[src/verilog/tbcr_pkg.sv]
/*
  Constants for the triple buck control register bank: register offsets,
  field positions, reset values, slew and address constants.
  Assumes a single 50 MHz core clock and a synchronous active-high reset.
*/
// Functional notes
// - Voltage code applied only while apply bit set
// - Seven-bit code, 10 mV steps from base
// - Channel 1 bit 0 active-low enable, resets zero
// - Channel 2 bit 0 active-low enable, resets zero
// - Channel 3 bit 0 active-low enable, resets zero
// - Channel 1 bit 1 forces continuous switching
// - Channel 2 bit 1 forces continuous, resets zero
// - Channel 3 bit 1 forces continuous, resets zero
// - Output 2 steps once per 2^N switching cycles
// - Status bit 7 shows thermal shutdown
// - Status bit 3 shows thermal warning
// - Status bits 6..4 show overcurrent per channel
// - Status bits 2..0 show power good per channel
// - Status read-only; control registers fully read/write
// - Decode 0x01, 0x03 to 0x05, 0x06
// - Write is address, register, data; commit after data
// - Seven-bit addressing only; ignore general call, 10-bit
// - Refuse writes while all enable pins low
package tbcr_pkg;
  localparam logic [7:0] TBCR_ADDR_VSEL = 8'h01;
  localparam logic [7:0] TBCR_ADDR_CH1 = 8'h03;
  localparam logic [7:0] TBCR_ADDR_CH2 = 8'h04;
  localparam logic [7:0] TBCR_ADDR_CH3 = 8'h05;
  localparam logic [7:0] TBCR_ADDR_STAT = 8'h06;
  localparam logic [7:0] TBCR_RST_VSEL = 8'h00;
  localparam logic [7:0] TBCR_RST_CMD = 8'h00;
  localparam logic [7:0] TBCR_RST_STAT = 8'h00;
  localparam int TBCR_APPLY_BIT = 7;
  localparam int TBCR_DISABLE_BIT = 0;
  localparam int TBCR_FCC_BIT = 1;
  localparam int TBCR_SLEW_LSB = 4;
  localparam int TBCR_SLEW_MSB = 6;
  localparam int TBCR_STAT_OTP = 7;
  localparam int TBCR_STAT_OC_LSB = 4;
  localparam int TBCR_STAT_OTW = 3;
  localparam int TBCR_STAT_PG_LSB = 0;
  localparam logic [6:0] TBCR_CODE_MIN = 7'h00;
  localparam logic [6:0] TBCR_CODE_MAX = 7'h7F;
  localparam logic [6:0] TBCR_GEN_CALL = 7'h00;
  localparam logic [6:0] TBCR_TENBIT_PFX = 7'h78;
  localparam logic [6:0] TBCR_TENBIT_MSK = 7'h7C;
  localparam logic [6:0] TBCR_DEV_ADDR_DEF = 7'h5E;
  typedef enum logic [1:0] {
    TBCR_IDLE = 2'b00,
    TBCR_REG = 2'b01,
    TBCR_DATA = 2'b10,
    TBCR_SKIP = 2'b11
  } tbcr_state_t;
endpackage

[src/verilog/tbcr_slew.sv]
/*
  Output 2 voltage code slewer: walks the live code toward the target one
  step each 2^N switching cycles.
  Assumes sw_tick is a one-cycle pulse per switching cycle in core_clk.
*/
`timescale 1ns/10ps
module tbcr_slew
  import tbcr_pkg::*;
(
  input wire logic core_clk, // Core clock
  input wire logic rst, // Sync reset
  input wire logic sw_tick, // Switching cycle pulse
  input wire logic apply, // Apply target code
  input wire logic [6:0] target, // Target code
  input wire logic [2:0] slew_n, // Step interval exponent
  output logic [6:0] code_out, // Live code
  output logic step_pulse // One step taken
);
  logic [6:0] code_r;
  logic [6:0] cnt_r;
  logic [6:0] cnt_nxt;
  logic [6:0] code_nxt;
  wire [6:0] span = 7'((8'h01 << slew_n) - 8'h01);
  wire moving = apply && (code_r != target);
  wire due = sw_tick && moving && (cnt_r >= span);
  assign code_nxt = !due ? code_r : (code_r < target) ? code_r + 7'h01 : code_r - 7'h01;
  assign cnt_nxt = !moving ? 7'h00 : due ? 7'h00 : sw_tick ? cnt_r + 7'h01 : cnt_r;
  assign code_out = code_r;
  assign step_pulse = due;
  always_ff @(posedge core_clk) begin
    if (rst) begin
      code_r <= TBCR_CODE_MIN;
      cnt_r <= 7'h00;
    end else begin
      code_r <= code_nxt;
      cnt_r <= cnt_nxt;
    end
  end
  step_one_a: assert property (@(posedge core_clk) disable iff (rst)
      step_pulse |=> (code_r == $past(code_r) + 7'h01) || (code_r == $past(code_r) - 7'h01))
    else $error("slew step not one code");
  hold_off_a: assert property (@(posedge core_clk) disable iff (rst)
      !apply |=> $stable(code_r))
    else $error("code moved without apply");
  fast_cov: cover property (@(posedge core_clk) disable iff (rst)
      step_pulse && slew_n == 3'h0);
endmodule

[src/verilog/tbcr_regs.sv]
/*
  Register bank of the triple step-down converter control port. A byte
  engine delivers start, stop and received bytes; this block decodes the
  address, register and data bytes, holds the control registers and
  returns read data and acknowledge.
  Assumes the bit engine gives one-cycle pulses in core_clk; monitor
  inputs and enable pins come from other domains and are synchronised.
*/
`timescale 1ns/10ps
module tbcr_regs
  import tbcr_pkg::*;
#(
  parameter logic [6:0] DEV_ADDR = TBCR_DEV_ADDR_DEF // Arbitrary value
)(
  input wire logic core_clk, // 50 MHz clock
  input wire logic rst, // Sync reset, active high
  input wire logic bus_start, // Start or repeated start pulse
  input wire logic bus_stop, // Stop pulse
  input wire logic byte_valid, // Received byte pulse
  input wire logic [7:0] byte_data, // Received byte
  input wire logic rd_req, // Read data byte request pulse
  output logic byte_ack, // Acknowledge for current byte
  output logic [7:0] rd_data, // Read data byte
  input wire logic [2:0] en_pin, // Hardware enable pins, async
  input wire logic over_temp_in, // Thermal shutdown, async
  input wire logic temp_warn_in, // Thermal warning, async
  input wire logic [2:0] overcurrent_in, // Hiccup per channel, async
  input wire logic [2:0] in_regulation_in, // Power good per channel, async
  input wire logic sw_tick, // Switching cycle pulse
  output logic [6:0] voltage_code, // Live output 2 code
  output logic voltage_code_apply, // Code controls output 2
  output logic channel1_disable, // Channel 1 off
  output logic channel2_disable, // Channel 2 off
  output logic channel3_disable, // Channel 3 off
  output logic channel1_forced_continuous, // Channel 1 forced PWM
  output logic channel2_forced_continuous, // Channel 2 forced PWM
  output logic channel3_forced_continuous // Channel 3 forced PWM
);
  function automatic logic is_mapped(input logic [7:0] a);
    is_mapped = (a == TBCR_ADDR_VSEL) || (a == TBCR_ADDR_CH1) ||
                (a == TBCR_ADDR_CH2) || (a == TBCR_ADDR_CH3) || (a == TBCR_ADDR_STAT);
  endfunction

  tbcr_state_t state_r, state_nxt;
  logic [7:0] vsel_r, ch1_r, ch2_r, ch3_r;
  logic [7:0] ptr_r, ptr_nxt;
  logic rw_r, rw_nxt;
  logic [7:0] rd_r;
  logic [7:0] stat_live;
  // Three-stage synchronisers; second and third must agree before a change counts
  // Packing: [10:8] enable pins, [7] shutdown, [6] warning, [5:3] overcurrent, [2:0] power good
  logic [10:0] s1_r, s2_r, s3_r, mon_r;
  wire [10:0] mon_async = {en_pin, over_temp_in, temp_warn_in, overcurrent_in,
                           in_regulation_in};
  always_ff @(posedge core_clk) begin
    if (rst) begin
      s1_r <= 11'h000;
      s2_r <= 11'h000;
      s3_r <= 11'h000;
      mon_r <= 11'h000;
    end else begin
      s1_r <= mon_async;
      s2_r <= s1_r;
      s3_r <= s2_r;
      mon_r <= (s2_r & s3_r) | (mon_r & (s2_r | s3_r));
    end
  end
  wire [2:0] en_sync = mon_r[10:8];
  wire hw_shutdown = (en_sync == 3'b000);
  assign stat_live = {mon_r[7], mon_r[5:3], mon_r[6], mon_r[2:0]};

  wire [6:0] addr7 = byte_data[7:1];
  wire addr_bad = (addr7 == TBCR_GEN_CALL) ||
                  ((addr7 & TBCR_TENBIT_MSK) == TBCR_TENBIT_PFX);
  wire addr_hit = (addr7 == DEV_ADDR) && !addr_bad;
  wire in_idle = (state_r == TBCR_IDLE);
  wire in_data = (state_r == TBCR_DATA);
  wire wr_commit = byte_valid && in_data && !rw_r && !hw_shutdown;
  wire wr_vsel = wr_commit && (ptr_r == TBCR_ADDR_VSEL);
  wire wr_ch1 = wr_commit && (ptr_r == TBCR_ADDR_CH1);
  wire wr_ch2 = wr_commit && (ptr_r == TBCR_ADDR_CH2);
  wire wr_ch3 = wr_commit && (ptr_r == TBCR_ADDR_CH3);
  wire [7:0] rd_sel = (ptr_r == TBCR_ADDR_VSEL) ? vsel_r :
                      (ptr_r == TBCR_ADDR_CH1) ? ch1_r :
                      (ptr_r == TBCR_ADDR_CH2) ? ch2_r :
                      (ptr_r == TBCR_ADDR_CH3) ? ch3_r :
                      (ptr_r == TBCR_ADDR_STAT) ? stat_live : 8'h00;

  always_comb begin
    state_nxt = state_r;
    ptr_nxt = ptr_r;
    rw_nxt = rw_r;
    if (bus_stop) begin
      state_nxt = TBCR_IDLE;
    end else if (bus_start) begin
      state_nxt = TBCR_IDLE;
    end else if (byte_valid) begin
      case (state_r)
        TBCR_IDLE: begin
          rw_nxt = byte_data[0];
          state_nxt = !addr_hit ? TBCR_SKIP : byte_data[0] ? TBCR_DATA : TBCR_REG;
        end
        TBCR_REG: begin
          ptr_nxt = byte_data;
          state_nxt = TBCR_DATA;
        end
        TBCR_DATA: begin
          ptr_nxt = ptr_r + 8'h01;
        end
        TBCR_SKIP: begin
          state_nxt = TBCR_SKIP;
        end
        default: begin
          state_nxt = TBCR_IDLE;
        end
      endcase
    end else if (rd_req && in_data && rw_r) begin
      ptr_nxt = ptr_r + 8'h01;
    end
  end

  // Own address is acked only in idle; every later byte of a hit is acked
  assign byte_ack = in_idle ? addr_hit : (state_r != TBCR_SKIP);
  assign rd_data = rd_r;

  always_ff @(posedge core_clk) begin
    if (rst) begin
      state_r <= TBCR_IDLE;
      ptr_r <= 8'h00;
      rw_r <= 1'b0;
      rd_r <= 8'h00;
    end else begin
      state_r <= state_nxt;
      ptr_r <= ptr_nxt;
      rw_r <= rw_nxt;
      rd_r <= rd_sel;
    end
  end

  // Full bytes stored so unused bits read back as written
  always_ff @(posedge core_clk) begin
    if (rst) begin
      vsel_r <= TBCR_RST_VSEL;
      ch1_r <= TBCR_RST_CMD;
      ch2_r <= TBCR_RST_CMD;
      ch3_r <= TBCR_RST_CMD;
    end else begin
      if (wr_vsel) vsel_r <= byte_data;
      if (wr_ch1) ch1_r <= byte_data;
      if (wr_ch2) ch2_r <= byte_data;
      if (wr_ch3) ch3_r <= byte_data;
    end
  end

  assign channel1_disable = ch1_r[TBCR_DISABLE_BIT];
  assign channel2_disable = ch2_r[TBCR_DISABLE_BIT];
  assign channel3_disable = ch3_r[TBCR_DISABLE_BIT];
  assign channel1_forced_continuous = ch1_r[TBCR_FCC_BIT];
  assign channel2_forced_continuous = ch2_r[TBCR_FCC_BIT];
  assign channel3_forced_continuous = ch3_r[TBCR_FCC_BIT];
  assign voltage_code_apply = vsel_r[TBCR_APPLY_BIT];

  // Code only moves while apply is set; with it clear the last code is held
  tbcr_slew u_slew (
    .core_clk(core_clk),
    .rst(rst),
    .sw_tick(sw_tick),
    .apply(vsel_r[TBCR_APPLY_BIT]),
    .target(vsel_r[6:0]),
    .slew_n(ch2_r[TBCR_SLEW_MSB:TBCR_SLEW_LSB]),
    .code_out(voltage_code),
    .step_pulse()
  );

  commit_late_a: assert property (@(posedge core_clk) disable iff (rst)
      wr_ch1 |=> ch1_r == $past(byte_data))
    else $error("channel 1 write not stored");
  shutdown_block_a: assert property (@(posedge core_clk) disable iff (rst)
      hw_shutdown |=> $stable(vsel_r) && $stable(ch2_r))
    else $error("write accepted in hardware shutdown");
  unmapped_read_a: assert property (@(posedge core_clk) disable iff (rst)
      !is_mapped(ptr_r) |=> rd_r == 8'h00)
    else $error("unmapped read not zero");
  status_live_a: assert property (@(posedge core_clk) disable iff (rst)
      ptr_r == TBCR_ADDR_STAT |=> rd_r == $past(stat_live))
    else $error("status read not live");
  otp_bit_a: assert property (@(posedge core_clk) disable iff (rst)
      stat_live[TBCR_STAT_OTP] == mon_r[7])
    else $error("thermal shutdown bit wrong");
  gencall_nack_a: assert property (@(posedge core_clk) disable iff (rst)
      in_idle && byte_valid && addr7 == TBCR_GEN_CALL |-> !byte_ack)
    else $error("general call acknowledged");
  apply_hold_a: assert property (@(posedge core_clk) disable iff (rst)
      !voltage_code_apply ##1 !voltage_code_apply |-> $stable(voltage_code))
    else $error("code changed while not applied");
  disable_out_a: assert property (@(posedge core_clk) disable iff (rst)
      wr_ch3 |=> channel3_disable == $past(byte_data[0]))
    else $error("channel 3 disable mismatch");
  write_cov: cover property (@(posedge core_clk) disable iff (rst) wr_vsel);
  read_stat_cov: cover property (@(posedge core_clk) disable iff (rst)
      rd_req && ptr_r == TBCR_ADDR_STAT);
  refuse_cov: cover property (@(posedge core_clk) disable iff (rst)
      byte_valid && in_data && hw_shutdown);
endmodule

[config.mk]
export PLATFORM = sky130hd
export DESIGN_NAME = tbcr_regs
export DESIGN_NICKNAME = d
export VERILOG_FILES = /design/src/verilog/tbcr_pkg.sv /design/src/verilog/tbcr_slew.sv /design/src/verilog/tbcr_regs.sv
export SDC_FILE = /design/constraint.sdc
export NUM_CORES = 1
export LEC_CHECK = 0
export BUFFER_PORTS_ARGS = -buffer_cell sky130_fd_sc_hd__clkbuf_2
export CAP_MARGIN = 20
export CORE_MARGIN = 10
export CORE_UTILIZATION = 35
export CTS_BUF_LIST = sky130_fd_sc_hd__clkbuf_8
export DETAILED_ROUTE_END_ITERATION = 8
export GPL_TIMING_DRIVEN = 0
export HOLD_SLACK_MARGIN = 0.1
export PLACE_DENSITY = 0.63
export SETUP_SLACK_MARGIN = 0.02
export SLEW_MARGIN = 25
export SYNTH_ARGS = -nofsm -noshare
export SYNTH_HDL_FRONTEND = slang
export SYNTH_SLANG_ARGS = --single-unit
[constraint.sdc]
create_clock -name core_clk -period 2.9 [get_ports core_clk]
set_clock_uncertainty 0.2 [all_clocks]
set_input_delay 0.29 -clock core_clk [delete_from_list [all_inputs] [get_ports core_clk]]
set_output_delay 0.29 -clock core_clk [all_outputs]
set_load 0.01 [all_outputs]
Word-level counts from Yosys, hierarchy flattened
Index checks and enable logic that the tools add are counted.
- $lt $le $gt $ge: 2
- shift-type cells: 1
- divide/modulo/power cells: 0
- eq/ne operators: 13
- bitwise logic cells: 7
- reductions and logical operators: 27
- mux-type cells: 13
- multiply operators: 0
- $add $sub $neg: 5
- operators by type and width (cell ; number):
    $mux 8 ; 7
    $eq 8x3->1 const B ; 3
    $and 11x11->11 ; 2
    $or 11x11->11 ; 2
    $pmux 8 s2 ; 1
    $add 7x1->7 const B ; 2
    $sub 7x1->7 const B ; 2
    $logic_and 1x1->1 ; 13
    $add 8x1->8 const B ; 1
    $eq 8x1->1 const B ; 1
    $eq 8x2->1 const B ; 1
    $reduce_and 4->1 ; 2
    $eq 7x7->1 const B ; 1
    $ge 7x7->1 ; 1
    $logic_not 7->1 ; 1
    $lt 7x7->1 ; 1
    $mux 7 ; 1
    $ne 7x7->1 ; 1
    $shl 1x3->7 const A ; 1
    $pmux 2 s3 ; 1
    $reduce_or 3->1 ; 2
    $eq 5x5->1 const B ; 1
    $eq 2x2->1 const B ; 2
    $mux 2 ; 2
    other kinds (12) ; 16
- bits in latches: 0
- bits in writable memories: 0
- memories kept: 0
- output and inout bits: 23
- bits in read-only memories: 0
- bits in registers: 109
- input bits: 26

Logic depth before layout (Yosys ltp)
- depth in word-level cells: 6
- mapped depth: 12

By module
From an unflattened synthesis, not the netlist that was laid out.
- cell total of the unflattened synthesis: 534
- area total of the unflattened synthesis: 5096.1 µm²
- modules (own cells, without submodules) (module ; instances ; area an instance (µm²) ; seq. area each (µm²) ; cells an instance):
    tbcr_regs ; 1 ; 3938.8 ; 1901.8 ; 405
    tbcr_slew ; 1 ; 1157.4 ; 280.3 ; 129

Worst setup path before layout
No wires, ideal clock.
- path kind: reg-to-reg
- start: reg u_slew.code_r[2], in the netlist u_slew.code_out[2]
- end: reg u_slew.code_r[6], in the netlist u_slew.code_out[6]
- cell stages (with the launch flop): 12
- path slack: -0.167 ns
- arrival time: 2.751 ns
- required time: 2.584 ns
- cells stage by stage: dfxtp_1 ha_1 nor2b_1 a221oi_1 o211ai_1 fa_1 a211oi_1 o21bai_1 a21oi_1 xnor2_1 a21oi_1 a31o_2
- word-level cells in the longest chain between the ends: 4
- elaborated cells on any way between the ends: 8
- RTL lines (what ; RTL line ; RTL):
    start, declared ; tbcr_slew.sv:19 ; logic [6:0] code_r;
    start signal, assigned ; tbcr_slew.sv:35 ; code_r <= code_nxt;
    parallel branches: the longest is 4 deep, another holds $sub 7x1->7 ; -- ;
Parallel ways; which one is timed is not known.
A chain may end at the register's enable or synchronous reset.

Final worst setup path
- start: reg vsel_r[5]
- end: reg u_slew.code_r[6], in the netlist u_slew.code_out[6]
- word-level cells in the longest chain between the ends: 4
- elaborated cells on any way between the ends: 6
- RTL lines (what ; RTL line ; RTL):
    start, declared ; tbcr_regs.sv:45 ; logic [7:0] vsel_r, ch1_r, ch2_r, ch3_r;
    start signal, assigned ; tbcr_regs.sv:148 ; if (wr_vsel) vsel_r <= byte_data;
    parallel branches: the longest is 4 deep, another holds $lt 7x7->1 ; -- ;
Parallel ways; which one is timed is not known.

==> out/results.ini <==
[layout]
multiInputGateArea_um2 = 2530
mostFrequentLayoutCell = dfxtp_1
nets = 666
final_cell_mix = 102 x dfxtp_1, 77 x nor2_1, 47 x a21oi_1, 47 x clkbuf_2
num_antenna_cells = 0
drive_above_1_share_pct = 15.2
finalInstanceArea_um2 = 5790
regArea_um2 = 2190
finish.utilization_pct = 43.4
fillers = 1315
area_delta_synth_final_pct = 20.3

[global_route]
grt_pass1_wl_mm = 19.6
overflow = 0
grt_util_all_layers_pct = 13.0
grt_max_degree = 20
antenna_found_initial = 0
grt_pass1_vias = 3926

[detailed_routing]
wl_mm = 11.9
drtIter0Drc = 285
drtPass1Iterations = 5
route.vias.total = 3954
wl_per_cell_um = 14.9
drtAntennaViolNets = 0
vias_per_cell = 4.97
drc = 0

[clocking]
cts_buffers = 9
htreeDepth = 3
clk_pin_slew_ps = 100
cts_tree = built
clockRootBuffer = clkbuf_8
clockBufferDepth = 2
clkLatencyLatePin_ps = 370
cts.sinks = 109

[timing]
finalMaxSlewViolations = 0
period_minus_slack_ps = 2830
finalWorstSetupSlack_ps = 71.2
hold_viol = 0
layout_worst_path_cycle_share_pct = 97.5
slew_headroom_pct = 54.5
setup_violations = 0
fmax_ghz = 0.354
tightest_slew_ps = 683
hold-worst-slack_ps = 138
setup_tns_ps = 0
rsz0062_at_grt = yes

[worst_setup_path]
cp_cell_sequence = inv_1 -> ha_4 -> a21o_1 -> a21oi_1 -> o211ai_1 -> buf_4 -> fa_2 -> a211oi_2 -> o21bai_1 -> a21oi_1 -> xnor2_1 -> a21oi_1 -> a31o_2
worstPathRequired_ps = 2980
slowest_delay_ps = 360
cpMaxStageDelayCell = dfxtp_2
worst_ep_arrival_time_ps = 2910
startpoint_type = flop
critPathMostFrequentCell = a21oi_1
worstPathMaxFanout = 7
crit_type = reg2reg
end_kind = flop

[floorplan]
rows = 42
num_io_pins = 49
start_util_pct = 36.1
core-area_um2 = 13300
die_x_um = 137
dieArea_um2 = 18800
fp.dieH_um = 137

[placement]
dpl_worst_slack_ps = -296
io_buffers = 46
hpwl_mm = 8.60
gp_congestion = 0.825
place_area_um2 = 5300

[synthesis]
synth_edf_count = 0
syn_area_um2 = 4810
syn-num-nets = 583
synth.distinct_cells = 48
syn_area_per_cell_um2 = 9.06
synth_ff_type = dfxtp_1
synth.ff_latch_count = 109
async_flop_share_pct = 0
syn-instance-count = 531
synth-seq-area-share_pct = 45.3
yosys_warnings = 0

[worst_hold_path]
min_path_type = in2reg

[power_and_ir_drop]
leakage_nw = 2.16
ir_drop_mv = 0.362
power_density_nw_per_um2 = 452

[run_status]
status = finished clean

[flow_run]
drv_cap = 0

==> routing by layer <==
metal  up-vias  wire length, µm  global-route usage, %
met5         -                0                      0
met4         0              184                   3.75
met3        17              780                   3.61
met2       106             5600                   21.3
met1      1829             5300                   16.4
li1       2002                -                      -
==> cell type report <==
cell class              instances  share of cell area, %
multi-input cells             382                   43.8
flip-flops and latches        109                   37.9
repair buffers                 72                   8.26
well taps                     176                   3.80
clock buffers                   9                   2.14
plain buffers                  25                   1.79
clock inverters                 7                   1.38
inverters                      15                  0.973
==> final timing paths <==
path	startpoint	endpoint	slack, ps	cells after the start
max	vsel_r[5]	u_slew.code_out[6]	70	13
min	byte_data[4]	ch3_r[4]	140	3
max reg2reg	vsel_r[5]	u_slew.code_out[6]	70	13
min reg2reg	s1_r[0]	s2_r[0]	250	1
==> critical path, delay by kind of cell (launching register included) <==
kind / cells / cell delay, ps
AOI/OAI and AO/OA: 8 / 1140
xor gates and xnor gates: 1 / 170
adders and majority gates: 2 / 610
buffers and inverters: 2 / 250
DFF: 1 / 360
==> cells by family after synthesis <==
group / Yosys count / share of synthesized area [%]
AND/OR/NAND/NOR: 196 / 20.5
AO/OA/AOI/OAI: 111 / 14.0
flip-flops: 109 / 45.3
buffers and inverters: 40 / 3.30
multiplexers: 37 / 7.69
adder cells (fa/ha/maj): 26 / 6.91
XOR/XNOR: 12 / 2.18
==> flip-flops by register name, indices dropped and copies added (netlist names) <==
signal	flops
s1_r	11
rd_data	8
ch2_r	8
vsel_r	8
mon_r	11
u_slew.cnt_r	7
s3_r	11
u_slew.code_out	7
ch1_r	8
s2_r	11
ch3_r	8
state_r	2
ptr_r	8
rw_r	1
==> report_power, final <==
| group | switching (mW) | internal [mW] | leakage [nW] |
|---|---|---|---|
| sequential | 0.00904 | 1.52 | 0.888 |
| clock | 0.532 | 0.413 | 0.107 |
| combinational | 0.0845 | 0.0603 | 1.17 |
==> what timing repair did <==
item | CTS | global route
endpoints found under the setup margin | 4 | 8
resized for setup | 5 | 5
hold buffers | 21 | 0
hold endpoints to repair | 29 | 0
pin swaps | 6 | 5
setup buffers | 5 | 0
==> synthesized netlist by cell type (4+ instances only) <==
cell type / number / area (µm²)
nand2b_1: 4 / 25.0
mux2i_1: 37 / 370
o22a_1: 9 / 78.8
dfxtp_1: 109 / 2180
nand2_1: 37 / 139
a211oi_1: 5 / 37.5
nand4_1: 5 / 31.3
inv_1: 15 / 56.3
xnor2_1: 9 / 78.8
clkbuf_1: 22 / 82.6
nor2_8: 4 / 80.1
nor2_1: 78 / 293
a22oi_1: 10 / 75.1
nor2b_1: 36 / 225
ha_1: 25 / 313
nand3_1: 6 / 30.0
nor3_1: 10 / 50.1
o21ai_0: 22 / 110
a21oi_1: 49 / 245
==> stage by stage <==
stage	cells	total power, mW
finish	795	2.62
global placement	753	1.68
detailed placement	753	1.68
floorplan	531	1.63
CTS	795	2.65
global route	795	2.73
Power figures use the tool's default switching activity.
